$ cat config.mk
export PLATFORM = sky130hd
export DESIGN_NAME = spf_sequencer
export DESIGN_NICKNAME = d
export VERILOG_FILES = /design/src/hw/spf_pkg.sv /design/src/hw/spf_sequencer.sv
export VERILOG_INCLUDE_DIRS = /design/src /design/src/hw
export SDC_FILE = /design/constraint.sdc
export NUM_CORES = 1
export LEC_CHECK = 0
export BUFFER_PORTS_ARGS = -buffer_cell sky130_fd_sc_hd__buf_4
export CORE_ASPECT_RATIO = 1.5
export CORE_UTILIZATION = 35
export CTS_CLUSTER_DIAMETER = 30
export DETAILED_ROUTE_END_ITERATION = 8
export PLACE_DENSITY = 0.51
export SYNTH_ARGS = -nofsm -noshare
export SYNTH_HDL_FRONTEND = slang
export SYNTH_SLANG_ARGS = --single-unit
$ cat constraint.sdc
create_clock -name core_clk -period 20.3 [get_ports core_clk]
set_clock_uncertainty 0.2 [all_clocks]
set_input_delay 1.015 -clock core_clk [delete_from_list [all_inputs] [get_ports core_clk]]
set_output_delay 1.015 -clock core_clk [all_outputs]
set_load 0.01 [all_outputs]
$ cat src/hw/spf_map.svh
`ifndef SPF_MAP_SVH
`define SPF_MAP_SVH

// ========================================
// Register byte offsets
`define SPF_OFF_CTRL        4'h0
`define SPF_OFF_STAT        4'h4
`define SPF_OFF_LOCK        4'h8

// ========================================
// Control register fields
`define SPF_BIT_IRQ_EN      7
`define SPF_BIT_SEC_BUSY    6
`define SPF_BIT_REEN        4
`define SPF_BIT_LOCK_SET    3
`define SPF_BIT_PG_WRITE    2
`define SPF_BIT_PG_ERASE    1
`define SPF_BIT_STORE_EN    0
`define SPF_CTRL_RST        8'h00

// ========================================
// Command patterns in the low five bits
`define SPF_CMD_NONE        5'h00
`define SPF_CMD_LOAD        5'h01
`define SPF_CMD_ERASE       5'h03
`define SPF_CMD_WRITE       5'h05
`define SPF_CMD_LOCK        5'h09
`define SPF_CMD_REEN        5'h11

// ========================================
// Pointer fields and special pointer values
`define SPF_PTR_FUSE_LO     16'h0000
`define SPF_PTR_LOCK        16'h0001
`define SPF_PTR_FUSE_HI     16'h0003
`define SPF_PAGE_LSB        6
`define SPF_PAGE_MSB        12
`define SPF_WORD_LSB        1
`define SPF_BOOT_FIRST_PAGE 7'h60
`define SPF_LOCK_RST        8'hff

// ========================================
// Timing
`define SPF_STORE_WIN       3'h4
`define SPF_LOAD_WIN_MIN    3'h2
`define SPF_OP_TIME_NS      3700000
`define SPF_CLK_MHZ         250

`endif

$ cat src/hw/spf_pkg.sv
`default_nettype none
package spf_pkg;

  typedef enum logic [1:0] {
    SPF_OP_IDLE,
    SPF_OP_ERASE,
    SPF_OP_WRITE
  } spf_op_t;

  // One instruction from the core, with its operands
  typedef struct packed {
    logic        store;
    logic        load;
    logic [15:0] ptr;
    logic [15:0] data;
  } spf_cpu_req_t;

  // Command towards the Flash array
  typedef struct packed {
    logic       erase;
    logic       write;
    logic [6:0] page;
  } spf_flash_cmd_t;

endpackage
`default_nettype wire

$ cat src/hw/spf_sequencer.sv
// How it works
// - Erase armed by pattern, store within four cycles
// - Boot-side erase halts CPU; app erase doesn't
// - Load stores data word at word field
// - Buffer clears on write, re-enable, reset
// - EEPROM write discards partly loaded buffer
// - Write armed by pattern, store within four
// - Boot-side write halts CPU; app write doesn't
// - Interrupt held while store enable reads zero
// - App-side erase/write blocks app section, busy flag set
// - Re-enable command clears busy flag
// - Lock command programs lock bits 5..2 zeroed in data
// - Lock programming blocks no section
// - EEPROM busy blocks programming and fuse reads
// - Armed load at pointer one returns lock
// - Lock-set and store enable self-clear
// - Pointer zero/three return fuse low/high
// - Programmed bits read zero, unprogrammed one
// - Reset does not abort running erase/write
// - Store enable clears after store or timeout
// - Invalid command patterns arm nothing but still update interrupt enable
// - Control register bit layout, bit 5 zero
// - Buffer load clears the busy flag
//
// Implementation choices: the Avalon-MM interface to the registers and the register addresses.
`include "spf_map.svh"
`default_nettype none

module spf_sequencer
  import spf_pkg::*;
#(
  parameter int PAGE_WORDS = 32,
  parameter int OP_CYCLES  = `SPF_OP_TIME_NS * `SPF_CLK_MHZ / 1000
) (
  // Clock and resets
  input  wire logic           core_clk,
  input  wire logic           resetn,
  input  wire logic           por_n,
  // Avalon-MM slave
  input  wire logic [3:0]     avs_address,
  input  wire logic           avs_read,
  input  wire logic           avs_write,
  input  wire logic [31:0]    avs_writedata,
  input  wire logic [3:0]     avs_byteenable,
  output var  logic [31:0]    avs_readdata,
  output var  logic           avs_waitrequest,
  // CPU core
  input  wire spf_cpu_req_t   cpu_req,
  output var  logic           cpu_load_taken,
  output var  logic [7:0]     cpu_load_data,
  output var  logic           cpu_halt,
  output var  logic           app_read_block,
  output var  logic           irq,
  // EEPROM controller
  input  wire logic           eeprom_write_busy,
  input  wire logic           eeprom_write_start,
  // Nonvolatile bytes
  input  wire logic [7:0]     fuse_low_byte,
  input  wire logic [7:0]     fuse_high_byte,
  input  wire logic [7:0]     lock_init,
  // Flash array
  output var  spf_flash_cmd_t flash_cmd,
  output var  logic           flash_busy,
  input  wire logic [$clog2(PAGE_WORDS)-1:0] buf_idx,
  output var  logic [15:0]    buf_word
);

  localparam int IW = $clog2(PAGE_WORDS);
  // Reset image of the control register
  localparam logic [7:0] CTRL_RST = `SPF_CTRL_RST;

  // ========================================
  // Reset synchronisers
  logic sys_ff1_reg;
  logic sys_ff2_reg;
  logic por_ff1_reg;
  logic por_ff2_reg;

  // Asserts at once, releases on the second edge
  always_ff @(posedge core_clk or negedge resetn) begin
    if (!resetn) begin
      sys_ff1_reg <= 1'b0;
      sys_ff2_reg <= 1'b0;
    end else begin
      sys_ff1_reg <= 1'b1;
      sys_ff2_reg <= sys_ff1_reg;
    end
  end

  // Separate power reset so a system reset leaves a write running
  always_ff @(posedge core_clk or negedge por_n) begin
    if (!por_n) begin
      por_ff1_reg <= 1'b0;
      por_ff2_reg <= 1'b0;
    end else begin
      por_ff1_reg <= 1'b1;
      por_ff2_reg <= por_ff1_reg;
    end
  end

  wire logic rst_n = sys_ff2_reg;
  wire logic pr_n  = por_ff2_reg;

  // ========================================
  // State declarations
  logic                  irq_en_reg;
  logic [4:0]            cmd_reg;
  logic [2:0]            win_reg;
  logic                  sec_busy_reg;
  spf_op_t               op_reg;
  logic [19:0]           op_cnt_reg;
  logic                  op_boot_reg;
  logic [7:0]            lock_reg;
  logic                  lock_loaded_reg;
  logic                  wait_reg;
  logic [PAGE_WORDS-1:0] loaded_reg;
  logic [15:0]           mem_reg [PAGE_WORDS];

  // ========================================
  // Decode of bus and instructions
  wire logic       bus_req  = avs_read | avs_write;
  wire logic       bus_take = bus_req & ~wait_reg;
  wire logic       op_idle  = (op_reg == SPF_OP_IDLE);
  wire logic [4:0] wr_cmd   = avs_writedata[4:0];
  wire logic [6:0] ptr_page =
    cpu_req.ptr[`SPF_PAGE_MSB:`SPF_PAGE_LSB];
  wire logic [IW-1:0] ptr_word =
    cpu_req.ptr[`SPF_WORD_LSB +: IW];

  // Only the five listed patterns arm anything
  // pattern check
  logic cmd_valid;
  always_comb begin
    cmd_valid = (wr_cmd == `SPF_CMD_LOAD)  |
                (wr_cmd == `SPF_CMD_ERASE) |
                (wr_cmd == `SPF_CMD_WRITE) |
                (wr_cmd == `SPF_CMD_LOCK)  |
                (wr_cmd == `SPF_CMD_REEN);
  end

  // Bad pattern still updates the interrupt enable
  wire logic ctrl_wr = bus_take & avs_write & avs_byteenable[0] &
                       (avs_address == `SPF_OFF_CTRL);
  // A running op refuses re-enable as well
  // arming refused while EEPROM writes
  wire logic arm = ctrl_wr & cmd_valid & ~eeprom_write_busy & op_idle;

  // Store taken at counts 4..1, load at 4..2
  // store inside the window
  wire logic st_go = cpu_req.store & cmd_reg[0] & (win_reg != 3'h0) &
                     ~eeprom_write_busy & op_idle;
  wire logic ld_go = cpu_req.load & (cmd_reg == `SPF_CMD_LOCK) &
                     (win_reg >= `SPF_LOAD_WIN_MIN) &
                     ~eeprom_write_busy & op_idle;

  wire logic go_load  = st_go & (cmd_reg == `SPF_CMD_LOAD);
  wire logic go_erase = st_go & (cmd_reg == `SPF_CMD_ERASE);
  wire logic go_write = st_go & (cmd_reg == `SPF_CMD_WRITE);
  wire logic go_lock  = st_go & (cmd_reg == `SPF_CMD_LOCK);
  wire logic go_reen  = st_go & (cmd_reg == `SPF_CMD_REEN);
  wire logic op_done  = ~op_idle & (op_cnt_reg == 20'h0);
  wire logic wr_done  = op_done & (op_reg == SPF_OP_WRITE);

  // Bits as seen by software while an operation is running
  wire logic st_en_vis = cmd_reg[0] | ~op_idle;
  wire logic erase_vis = cmd_reg[1] | (op_reg == SPF_OP_ERASE);
  wire logic write_vis = cmd_reg[2] | (op_reg == SPF_OP_WRITE);

  // ========================================
  // Control register and arming window
  always_ff @(posedge core_clk or negedge rst_n) begin
    if (!rst_n) begin
      irq_en_reg <= CTRL_RST[`SPF_BIT_IRQ_EN];
      cmd_reg    <= `SPF_CMD_NONE;
      win_reg    <= 3'h0;
    end else begin
      if (ctrl_wr)
        irq_en_reg <= avs_writedata[`SPF_BIT_IRQ_EN];
      if (arm) begin
        cmd_reg <= wr_cmd;
        win_reg <= `SPF_STORE_WIN;
      end else if (st_go | ld_go) begin
        // clear after lock read or store
        cmd_reg <= `SPF_CMD_NONE;
        win_reg <= 3'h0;
      end else if (win_reg != 3'h0) begin
        win_reg <= win_reg - 3'h1;
        if (win_reg == 3'h1)
          cmd_reg <= `SPF_CMD_NONE;
      end
    end
  end

  // ========================================
  // Section busy flag
  // Set listed first; one command never sets and clears
  always_ff @(posedge core_clk or negedge rst_n) begin
    if (!rst_n) begin
      sec_busy_reg <= 1'b0;
    end else if ((go_erase | go_write) &&
                 ptr_page < `SPF_BOOT_FIRST_PAGE) begin
      sec_busy_reg <= 1'b1;
    end else if (go_load | go_reen) begin
      sec_busy_reg <= 1'b0;
    end
  end

  // ========================================
  // Page erase and write timer
  // Timer spans OP_CYCLES edges from the start
  // power reset only, system reset ignored
  always_ff @(posedge core_clk or negedge pr_n) begin
    if (!pr_n) begin
      op_reg      <= SPF_OP_IDLE;
      op_cnt_reg  <= 20'h0;
      op_boot_reg <= 1'b0;
      flash_cmd   <= '0;
    end else begin
      // Start strobes last one cycle
      flash_cmd.erase <= 1'b0;
      flash_cmd.write <= 1'b0;
      if (go_erase | go_write) begin
        op_reg          <= go_erase ? SPF_OP_ERASE : SPF_OP_WRITE;
        op_cnt_reg      <= 20'(OP_CYCLES - 1);
        op_boot_reg     <= (ptr_page >= `SPF_BOOT_FIRST_PAGE);
        flash_cmd.erase <= go_erase;
        flash_cmd.write <= go_write;
        flash_cmd.page  <= ptr_page;
      end else if (op_done) begin
        op_reg      <= SPF_OP_IDLE;
        op_boot_reg <= 1'b0;
      end else if (!op_idle) begin
        op_cnt_reg <= op_cnt_reg - 20'h1;
      end
    end
  end

  // ========================================
  // Lock bits, kept over system reset
  // Bits only ever fall from one to zero
  // No timer: the bits change at once
  always_ff @(posedge core_clk or negedge pr_n) begin
    if (!pr_n) begin
      lock_reg        <= `SPF_LOCK_RST;
      lock_loaded_reg <= 1'b0;
    end else if (!lock_loaded_reg) begin
      lock_reg        <= lock_init;
      lock_loaded_reg <= 1'b1;
    end else if (go_lock) begin
      lock_reg <= lock_reg & {2'b11, cpu_req.data[5:2], 2'b11};
    end
  end

  // ========================================
  // Temporary page buffer
  // System reset wipes it too, even under a write
  // EEPROM write drops a partial load
  wire logic buf_clr = wr_done | go_reen |
                       (eeprom_write_start & (|loaded_reg));

  for (genvar i = 0; i < PAGE_WORDS; i++) begin : g_buf
    always_ff @(posedge core_clk or negedge rst_n) begin
      if (!rst_n) begin
        loaded_reg[i] <= 1'b0;
        mem_reg[i]    <= 16'hffff;
      end else if (go_load && ptr_word == IW'(i) && !loaded_reg[i]) begin
        // A load in the clearing cycle keeps its word
        // word stored at word field
        // loaded word refuses a second load
        loaded_reg[i] <= 1'b1;
        mem_reg[i]    <= cpu_req.data;
      end else if (buf_clr) begin
        loaded_reg[i] <= 1'b0;
        mem_reg[i]    <= 16'hffff;
      end
    end
  end

  // Word follows buf_idx one cycle later
  always_ff @(posedge core_clk or negedge rst_n) begin
    if (!rst_n)
      buf_word <= 16'hffff;
    else
      buf_word <= mem_reg[buf_idx];
  end

  // ========================================
  // Fuse and lock readback
  always_ff @(posedge core_clk or negedge rst_n) begin
    if (!rst_n) begin
      cpu_load_taken <= 1'b0;
      cpu_load_data  <= 8'h00;
    end else begin
      cpu_load_taken <= ld_go;
      if (ld_go) begin
        unique case (cpu_req.ptr)
          `SPF_PTR_FUSE_LO: cpu_load_data <= fuse_low_byte;
          `SPF_PTR_LOCK:    cpu_load_data <= lock_reg;
          `SPF_PTR_FUSE_HI: cpu_load_data <= fuse_high_byte;
          // Unknown pointers read as all unprogrammed
          default:          cpu_load_data <= 8'hff;
        endcase
      end
    end
  end

  // ========================================
  // Core-facing status outputs
  always_ff @(posedge core_clk or negedge rst_n) begin
    if (!rst_n) begin
      cpu_halt       <= 1'b0;
      app_read_block <= 1'b0;
      flash_busy     <= 1'b0;
      irq            <= 1'b0;
    end else begin
      // Halt and busy trail the start strobe by a cycle
      // boot-side erase halts the core
      cpu_halt       <= ~op_idle & op_boot_reg & ~op_done;
      app_read_block <= sec_busy_reg;
      flash_busy     <= ~op_idle & ~op_done;
      // Level; a new arming or clearing the interrupt enable drops it
      // level request while store enable low
      irq            <= irq_en_reg & ~st_en_vis;
    end
  end

  // ========================================
  // Avalon slave: one wait cycle per access
  always_ff @(posedge core_clk or negedge rst_n) begin
    if (!rst_n) begin
      wait_reg     <= 1'b1;
      avs_readdata <= 32'h0;
    end else begin
      // Idle high, so every request sees one wait state
      wait_reg <= ~(bus_req & wait_reg);
      // Read data is built in the wait cycle
      if (bus_req && wait_reg && avs_read) begin
        unique case (avs_address)
          `SPF_OFF_CTRL: avs_readdata <= {24'h0, irq_en_reg,
                            sec_busy_reg, 1'b0, cmd_reg[4],
                            cmd_reg[3], write_vis, erase_vis,
                            st_en_vis};
          `SPF_OFF_STAT: avs_readdata <= {28'h0, |loaded_reg,
                            eeprom_write_busy, op_boot_reg,
                            ~op_idle};
          `SPF_OFF_LOCK: avs_readdata <= {24'h0, lock_reg};
          default:       avs_readdata <= 32'h0;
        endcase
      end
    end
  end

  assign avs_waitrequest = wait_reg;

endmodule
`default_nettype wire

# Yosys cells after proc, flatten, opt, wreduce, memory -nomap -nowiden

Index checks and enable logic that the tools add are counted.
W data, S select, Z words.

Magnitude comparators: 4
Bitwise operators: 49
Eq/ne operators: 51
Reduce and logical (&&, ||, !) cells: 144
$add $sub $neg: 2
Muxes and demuxes: 91

Operators by type and width:

| operator                | count |
|---|---|
| $mux W16                | 35 |
| $eq A5 B5 Y1 const B    | 18 |
| $bmux W16 S5            | 1 |
| $reduce_bool A2 Y1      | 34 |
| $logic_and A1 B1 Y1     | 67 |
| $mux W20                | 3 |
| $eq A5 B4 Y1 const B    | 10 |
| $pmux W8 S3             | 2 |
| $mux W1                 | 37 |
| $logic_not A1 Y1        | 32 |
| $reduce_or A32 Y1       | 1 |
| $eq A5 B3 Y1 const B    | 6 |
| $and A1 B1 Y1           | 28 |
| $eq A5 B2 Y1 const B    | 4 |
| $logic_not A20 Y1       | 1 |
| $mux W5                 | 4 |
| $sub A20 B1 Y20 const B | 1 |
| $eq A16 B1 Y1 const B   | 1 |
| $eq A16 B2 Y1 const B   | 1 |
| $logic_not A16 Y1       | 1 |
| $mux W8                 | 2 |
| $eq A5 B1 Y1 const B    | 3 |
| $or A1 B1 Y1            | 13 |
| $mux W3                 | 3 |
| other kinds (21)        | 33 |

Word-level logic and storage cells: 430
Output and inout bits: 71
Register bits after elaboration: 661
Input port bits: 110

# Longest topological paths before layout

Word-level depth: 10
Mapped depth: 12
Gate-level depth less buffers: 7

# Worst setup path before layout

OpenSTA, ideal clock, no wires.

Path kind: in2reg
Start point: input cpu_req[19] (netlist bit)
End point: register mem_reg[502] (netlist bit)
Arrival time: 2.706 ns
Required time: 20.032 ns
Cell stages on the path: 7
Buffers on the path: 2
Library setup time: 0.068 ns
Path slack: 17.326 ns
Cell sequence: buf_2 > nor2_1 > nand4_1 > nor4_4 > buf_2 > nor2_1 > a2bb2oi_2

Cells in the longest elaborated chain, start to end: 4
Elaborated cells on any way between the ends: 5
Those cells by class: mux: 1; reduce/logical: 4

Ends and longest elaborated chain:

| element                                               | RTL line             | RTL |
|---|---|---|
| from (decl)                                           | spf_sequencer.sv:48  | `input wire spf_cpu_req_t cpu_req,` |
| $logic_not A5 Y1 (*)                                  | spf_sequencer.sv:266 | `end else if (go_load && ptr_word == IW'(i) && !loaded_reg[i]) begin` |
| $logic_and A1 B1 Y1 (*) (2 in a row)                  | spf_sequencer.sv:266 |  |
| $mux W16 / $reduce_bool A2 Y1 (equally long branches) | n/a                  |  |
| to (signal, indexed assignment)                       | spf_sequencer.sv:271 | `mem_reg[i] <= cpu_req.data;` |
| to (decl)                                             | spf_sequencer.sv:117 | `logic [15:0] mem_reg [PAGE_WORDS];` |

Mark *: on every way between the ends. The rest lies on a longest branch, timed or not.
A chain may end at the register's enable or synchronous reset.

# Final worst setup path

Start point: register loaded_reg[16]
End point: register mem_reg[112] (netlist bit)

Cells in the longest elaborated chain, start to end: 4

Ends and longest elaborated chain:

| element                             | RTL line             | RTL |
|---|---|---|
| from (decl)                         | spf_sequencer.sv:116 | `logic [PAGE_WORDS-1:0] loaded_reg;` |
| from (signal, indexed assignment)   | spf_sequencer.sv:264 | `loaded_reg[i] <= 1'b0;` |
| from (signal, indexed assignment)   | spf_sequencer.sv:270 | `loaded_reg[i] <= 1'b1;` |
| from (signal, indexed assignment)   | spf_sequencer.sv:273 | `loaded_reg[i] <= 1'b0;` |
| $reduce_or A32 Y1                   | spf_sequencer.sv:259 | `(eeprom_write_start & (\|loaded_reg));` |
| $and A1 B1 Y1                       | spf_sequencer.sv:259 |  |
| $or A1 B1 Y1                        | spf_sequencer.sv:258 | `wire logic buf_clr = wr_done \| go_reen \|` |
| $reduce_bool A2 Y1 (no source line) | n/a                  |  |

No other way between the ends.

==> results.cfg <==
[power_and_ir_drop]
leakage_nw = 15.3
power-per-cell-area_mw_per_mm2 = 92.9
vdd_drop_max_mv = 0.0694

[synth]
synth_top_cell_area_share = 0.429
cell_area_after_synthesis_sq_mm = 0.0329
synth_area_leaders = sky130_fd_sc_hd__dfstp_2 (43%), sky130_fd_sc_hd__nor2_1 (7.8%), sky130_fd_sc_hd__dfrtp_1 (7.6%), sky130_fd_sc_hd__a2bb2oi_1 (6.7%), sky130_fd_sc_hd__mux4_2 (6.6%)
yosysTopAreaCell = sky130_fd_sc_hd__dfstp_2
synth_cells = 2817
synth.top_cells.by_count = sky130_fd_sc_hd__nor2_1 (679), sky130_fd_sc_hd__dfstp_2 (537), sky130_fd_sc_hd__a2bb2oi_1 (252)
ys_ff_latch = 637
syn-mean-instance-area_sq_um = 11.7
synth-async-reset-ratio = 1.00
number_of_enable_type_register_cells_in_the_synthesized_netlist = 0
yosysWarnings = 0
synth-seq-area-share = 0.506
yosys.cell_count.top_type = sky130_fd_sc_hd__nor2_1
yosysUniqueCellTypes = 66
synth_top_flop_cell = sky130_fd_sc_hd__dfstp_2

[placed_design]
place.gp.congestion = 0.809
port_buffers = 127
postPlaceCellArea_sq_mm = 0.0342
detailed_place_hpwl_um = 60200
dp_cell_count = 3963

[floorplan]
ios = 181
fp.coreArea_sq_mm = 0.0931
dieArea_sq_mm = 0.0951
width_of_the_die_um = 252
initial_core_util = 0.353
floorplan.die.height_um = 377
num_rows = 137

[setup_path]
cp_data_arrival_time_ps = 5460
critPathKind = reg -> reg
cp_max_fo = 87
end_kind = flop
critical_path_required_ps = 20650
cp-start-kind = flop

[layout]
final_cells = 4190
largest_reg_flops = 512
post_route_cells_drive_above_1_share = 0.443
antenna_diode_count = 0
num-fill-cells = 8732
finalNetCount = 2952
final_cell_area_sq_mm = 0.0384
synthToLayoutAreaGrowth_pct = 17.0

[clock_network]
deepest_clock_path_buffer_count = 3
cts_tree = yes
number_of_setup_buffers_added_after_cts = 0
clock_sink_count = 637
worst_skew_pair.late_latency_ps = 700
post_cts_resized = 0
clk_pin_slew_ps = 50
ctsHoldBuffers = 2
clock-root-buffer = sky130_fd_sc_hd__clkbuf_16
cts_buffer_count = 120
cts_htree_levels = 3

[sta]
period_needed_ps = 5100
number_of_failing_hold_endpoints_at_the_final_stage = 0
max_freq_mhz = 196
final_sum_of_negative_setup_slack_ps = 0
fin_crit_sh = 0.251
relSlewSlack = 0.100
setup_repair_after_global_routing_missed_its_margin = false
timing.final.setup_violations = 0
report.final.slew_viol_count = 0
hold_ws_ps = 146
worst_pin_slew_ps = 1350

[grt]
grt_start_max_net_pins = 201
grt_first_pass_wirelength_um = 155000
globalRouteOverflowTotal = 0
grt_antenna_before_repair = 0
first_global_vias = 24718
grt.total_usage = 0.215

[routing]
drc = 0
routedWlPerCell_um = 24.2
dr.first_iter.drc_count = 1594
routed_wirelength_um = 101000
drt_first_pass_iters = 5
num_vias = 23147
drt-vias-per-instance = 5.52
drt.antenna.violating_nets = 0

[flow_run]
max_cap_violations = 0

[worst_hold_path]
holdCritPathClass = reg -> reg

[outcome]
status = completed
==> cell families after synthesis <==
kind of cell / share of synthesized area
compound gates: 0.200
xor+xnor: 0.00400
fa+ha+maj: 0.00228
buf+inv: 0.0552
flops: 0.506
mux: 0.101
other cells: 0.000229
simple gates: 0.132
==> layout make-up <==
class	instances	area (sq um)	area share
Clock buffer	150	3310	0.0861
Inverter	12	45.0	0.00117
Sequential cell	637	16600	0.432
Timing Repair Buffer	183	1410	0.0367
Multi-Input combinational cell	1882	14600	0.379
Tap cell	1251	1570	0.0407
Clock inverter	75	920	0.0239
==> layer usage <==
layer / vias up / track usage / wire length, um
met2: 731 / 0.373 / 51500
met5: - / 0 / 0
met4: 0 / 0.104 / 4290
met3: 200 / 0.0342 / 5220
li1: 10225 / - / -
met1: 11991 / 0.258 / 40100
==> placed cells by master (no fill, tap or decap), types with 8 or more instances in the layout <==
cell / synthesis / routed
sky130_fd_sc_hd__nor2_1: 679 / 679
sky130_fd_sc_hd__dfstp_2: 537 / 537
sky130_fd_sc_hd__a2bb2oi_1: 252 / 252
sky130_fd_sc_hd__buf_4: 48 / 178
sky130_fd_sc_hd__a2bb2oi_2: 132 / 132
sky130_fd_sc_hd__clkbuf_16: 0 / 122
sky130_fd_sc_hd__dfrtp_1: 100 / 98
sky130_fd_sc_hd__mux4_2: 96 / 96
sky130_fd_sc_hd__mux2i_1: 81 / 81
sky130_fd_sc_hd__a21oi_1: 73 / 73
sky130_fd_sc_hd__a21oi_2: 68 / 68
sky130_fd_sc_hd__nand2_1: 63 / 63
sky130_fd_sc_hd__o211ai_1: 57 / 57
sky130_fd_sc_hd__a21o_1: 37 / 37
sky130_fd_sc_hd__a221oi_1: 34 / 34
sky130_fd_sc_hd__o21ai_0: 34 / 34
sky130_fd_sc_hd__or3_1: 31 / 31
sky130_fd_sc_hd__mux2_2: 30 / 30
sky130_fd_sc_hd__conb_1: 2 / 27
sky130_fd_sc_hd__nor4_4: 23 / 26
sky130_fd_sc_hd__clkinv_2: 0 / 23
sky130_fd_sc_hd__nor4_1: 22 / 21
sky130_fd_sc_hd__nand4_1: 18 / 18
sky130_fd_sc_hd__bufinv_16: 0 / 16
sky130_fd_sc_hd__clkbuf_8: 0 / 15
sky130_fd_sc_hd__clkinvlp_4: 0 / 14
sky130_fd_sc_hd__clkbuf_1: 118 / 13
sky130_fd_sc_hd__inv_1: 12 / 12
sky130_fd_sc_hd__xnor2_1: 12 / 12
sky130_fd_sc_hd__a22oi_1: 11 / 11
sky130_fd_sc_hd__clkinv_4: 0 / 10
sky130_fd_sc_hd__nor3_1: 9 / 9
sky130_fd_sc_hd__nor4_2: 10 / 8
sky130_fd_sc_hd__nor2b_1: 9 / 8
==> final timing paths <==
path / start / end / slack [ps] / cells past startpoint
max in group asynchronous: rst_n / mem_reg[508] / 16620 / 3
setup / recovery: loaded_reg[16] / mem_reg[112] / 15200 / 7
min in group asynchronous: por_ff2_reg / op_cnt_reg[17] / 200 / 0
hold / removal: por_ff1_reg / por_ff2_reg / 150 / 0
setup reg to reg: loaded_reg[16] / mem_reg[112] / 15200 / 7
hold reg to reg: por_ff1_reg / por_ff2_reg / 150 / 0
==> through the flow <==
stage | total power (W) | setup WS (ps) | utilization
after global routing | 0.00369 | 14800 | 0.413
after CTS | 0.00361 | 15170 | 0.413
after detailed placement | 0.00153 | 15200 | 0.367
after floorplan | 0.00146 | 3240 | -
final | 0.00357 | 15200 | 0.413
after global placement | 0.00152 | 15370 | 0.367
==> worst max-delay path: stages (launching register included) <==
cell	delay (ps)
sky130_fd_sc_hd__dfrtp_1	440
sky130_fd_sc_hd__nor4_1	580
sky130_fd_sc_hd__nand4_1	300
sky130_fd_sc_hd__o21ai_0	410
sky130_fd_sc_hd__o221a_4	890
sky130_fd_sc_hd__buf_4	920
sky130_fd_sc_hd__buf_4	980
sky130_fd_sc_hd__a21oi_1	160
==> power breakdown <==
group          switching [W]  internal [W]  total (W)
logic               0.000133     0.0000714   0.000205
registers          0.0000121       0.00129    0.00130
clock network       0.000703       0.00136    0.00206
total               0.000848       0.00272    0.00357
No activity file was read; power rests on OpenSTA's default activity.
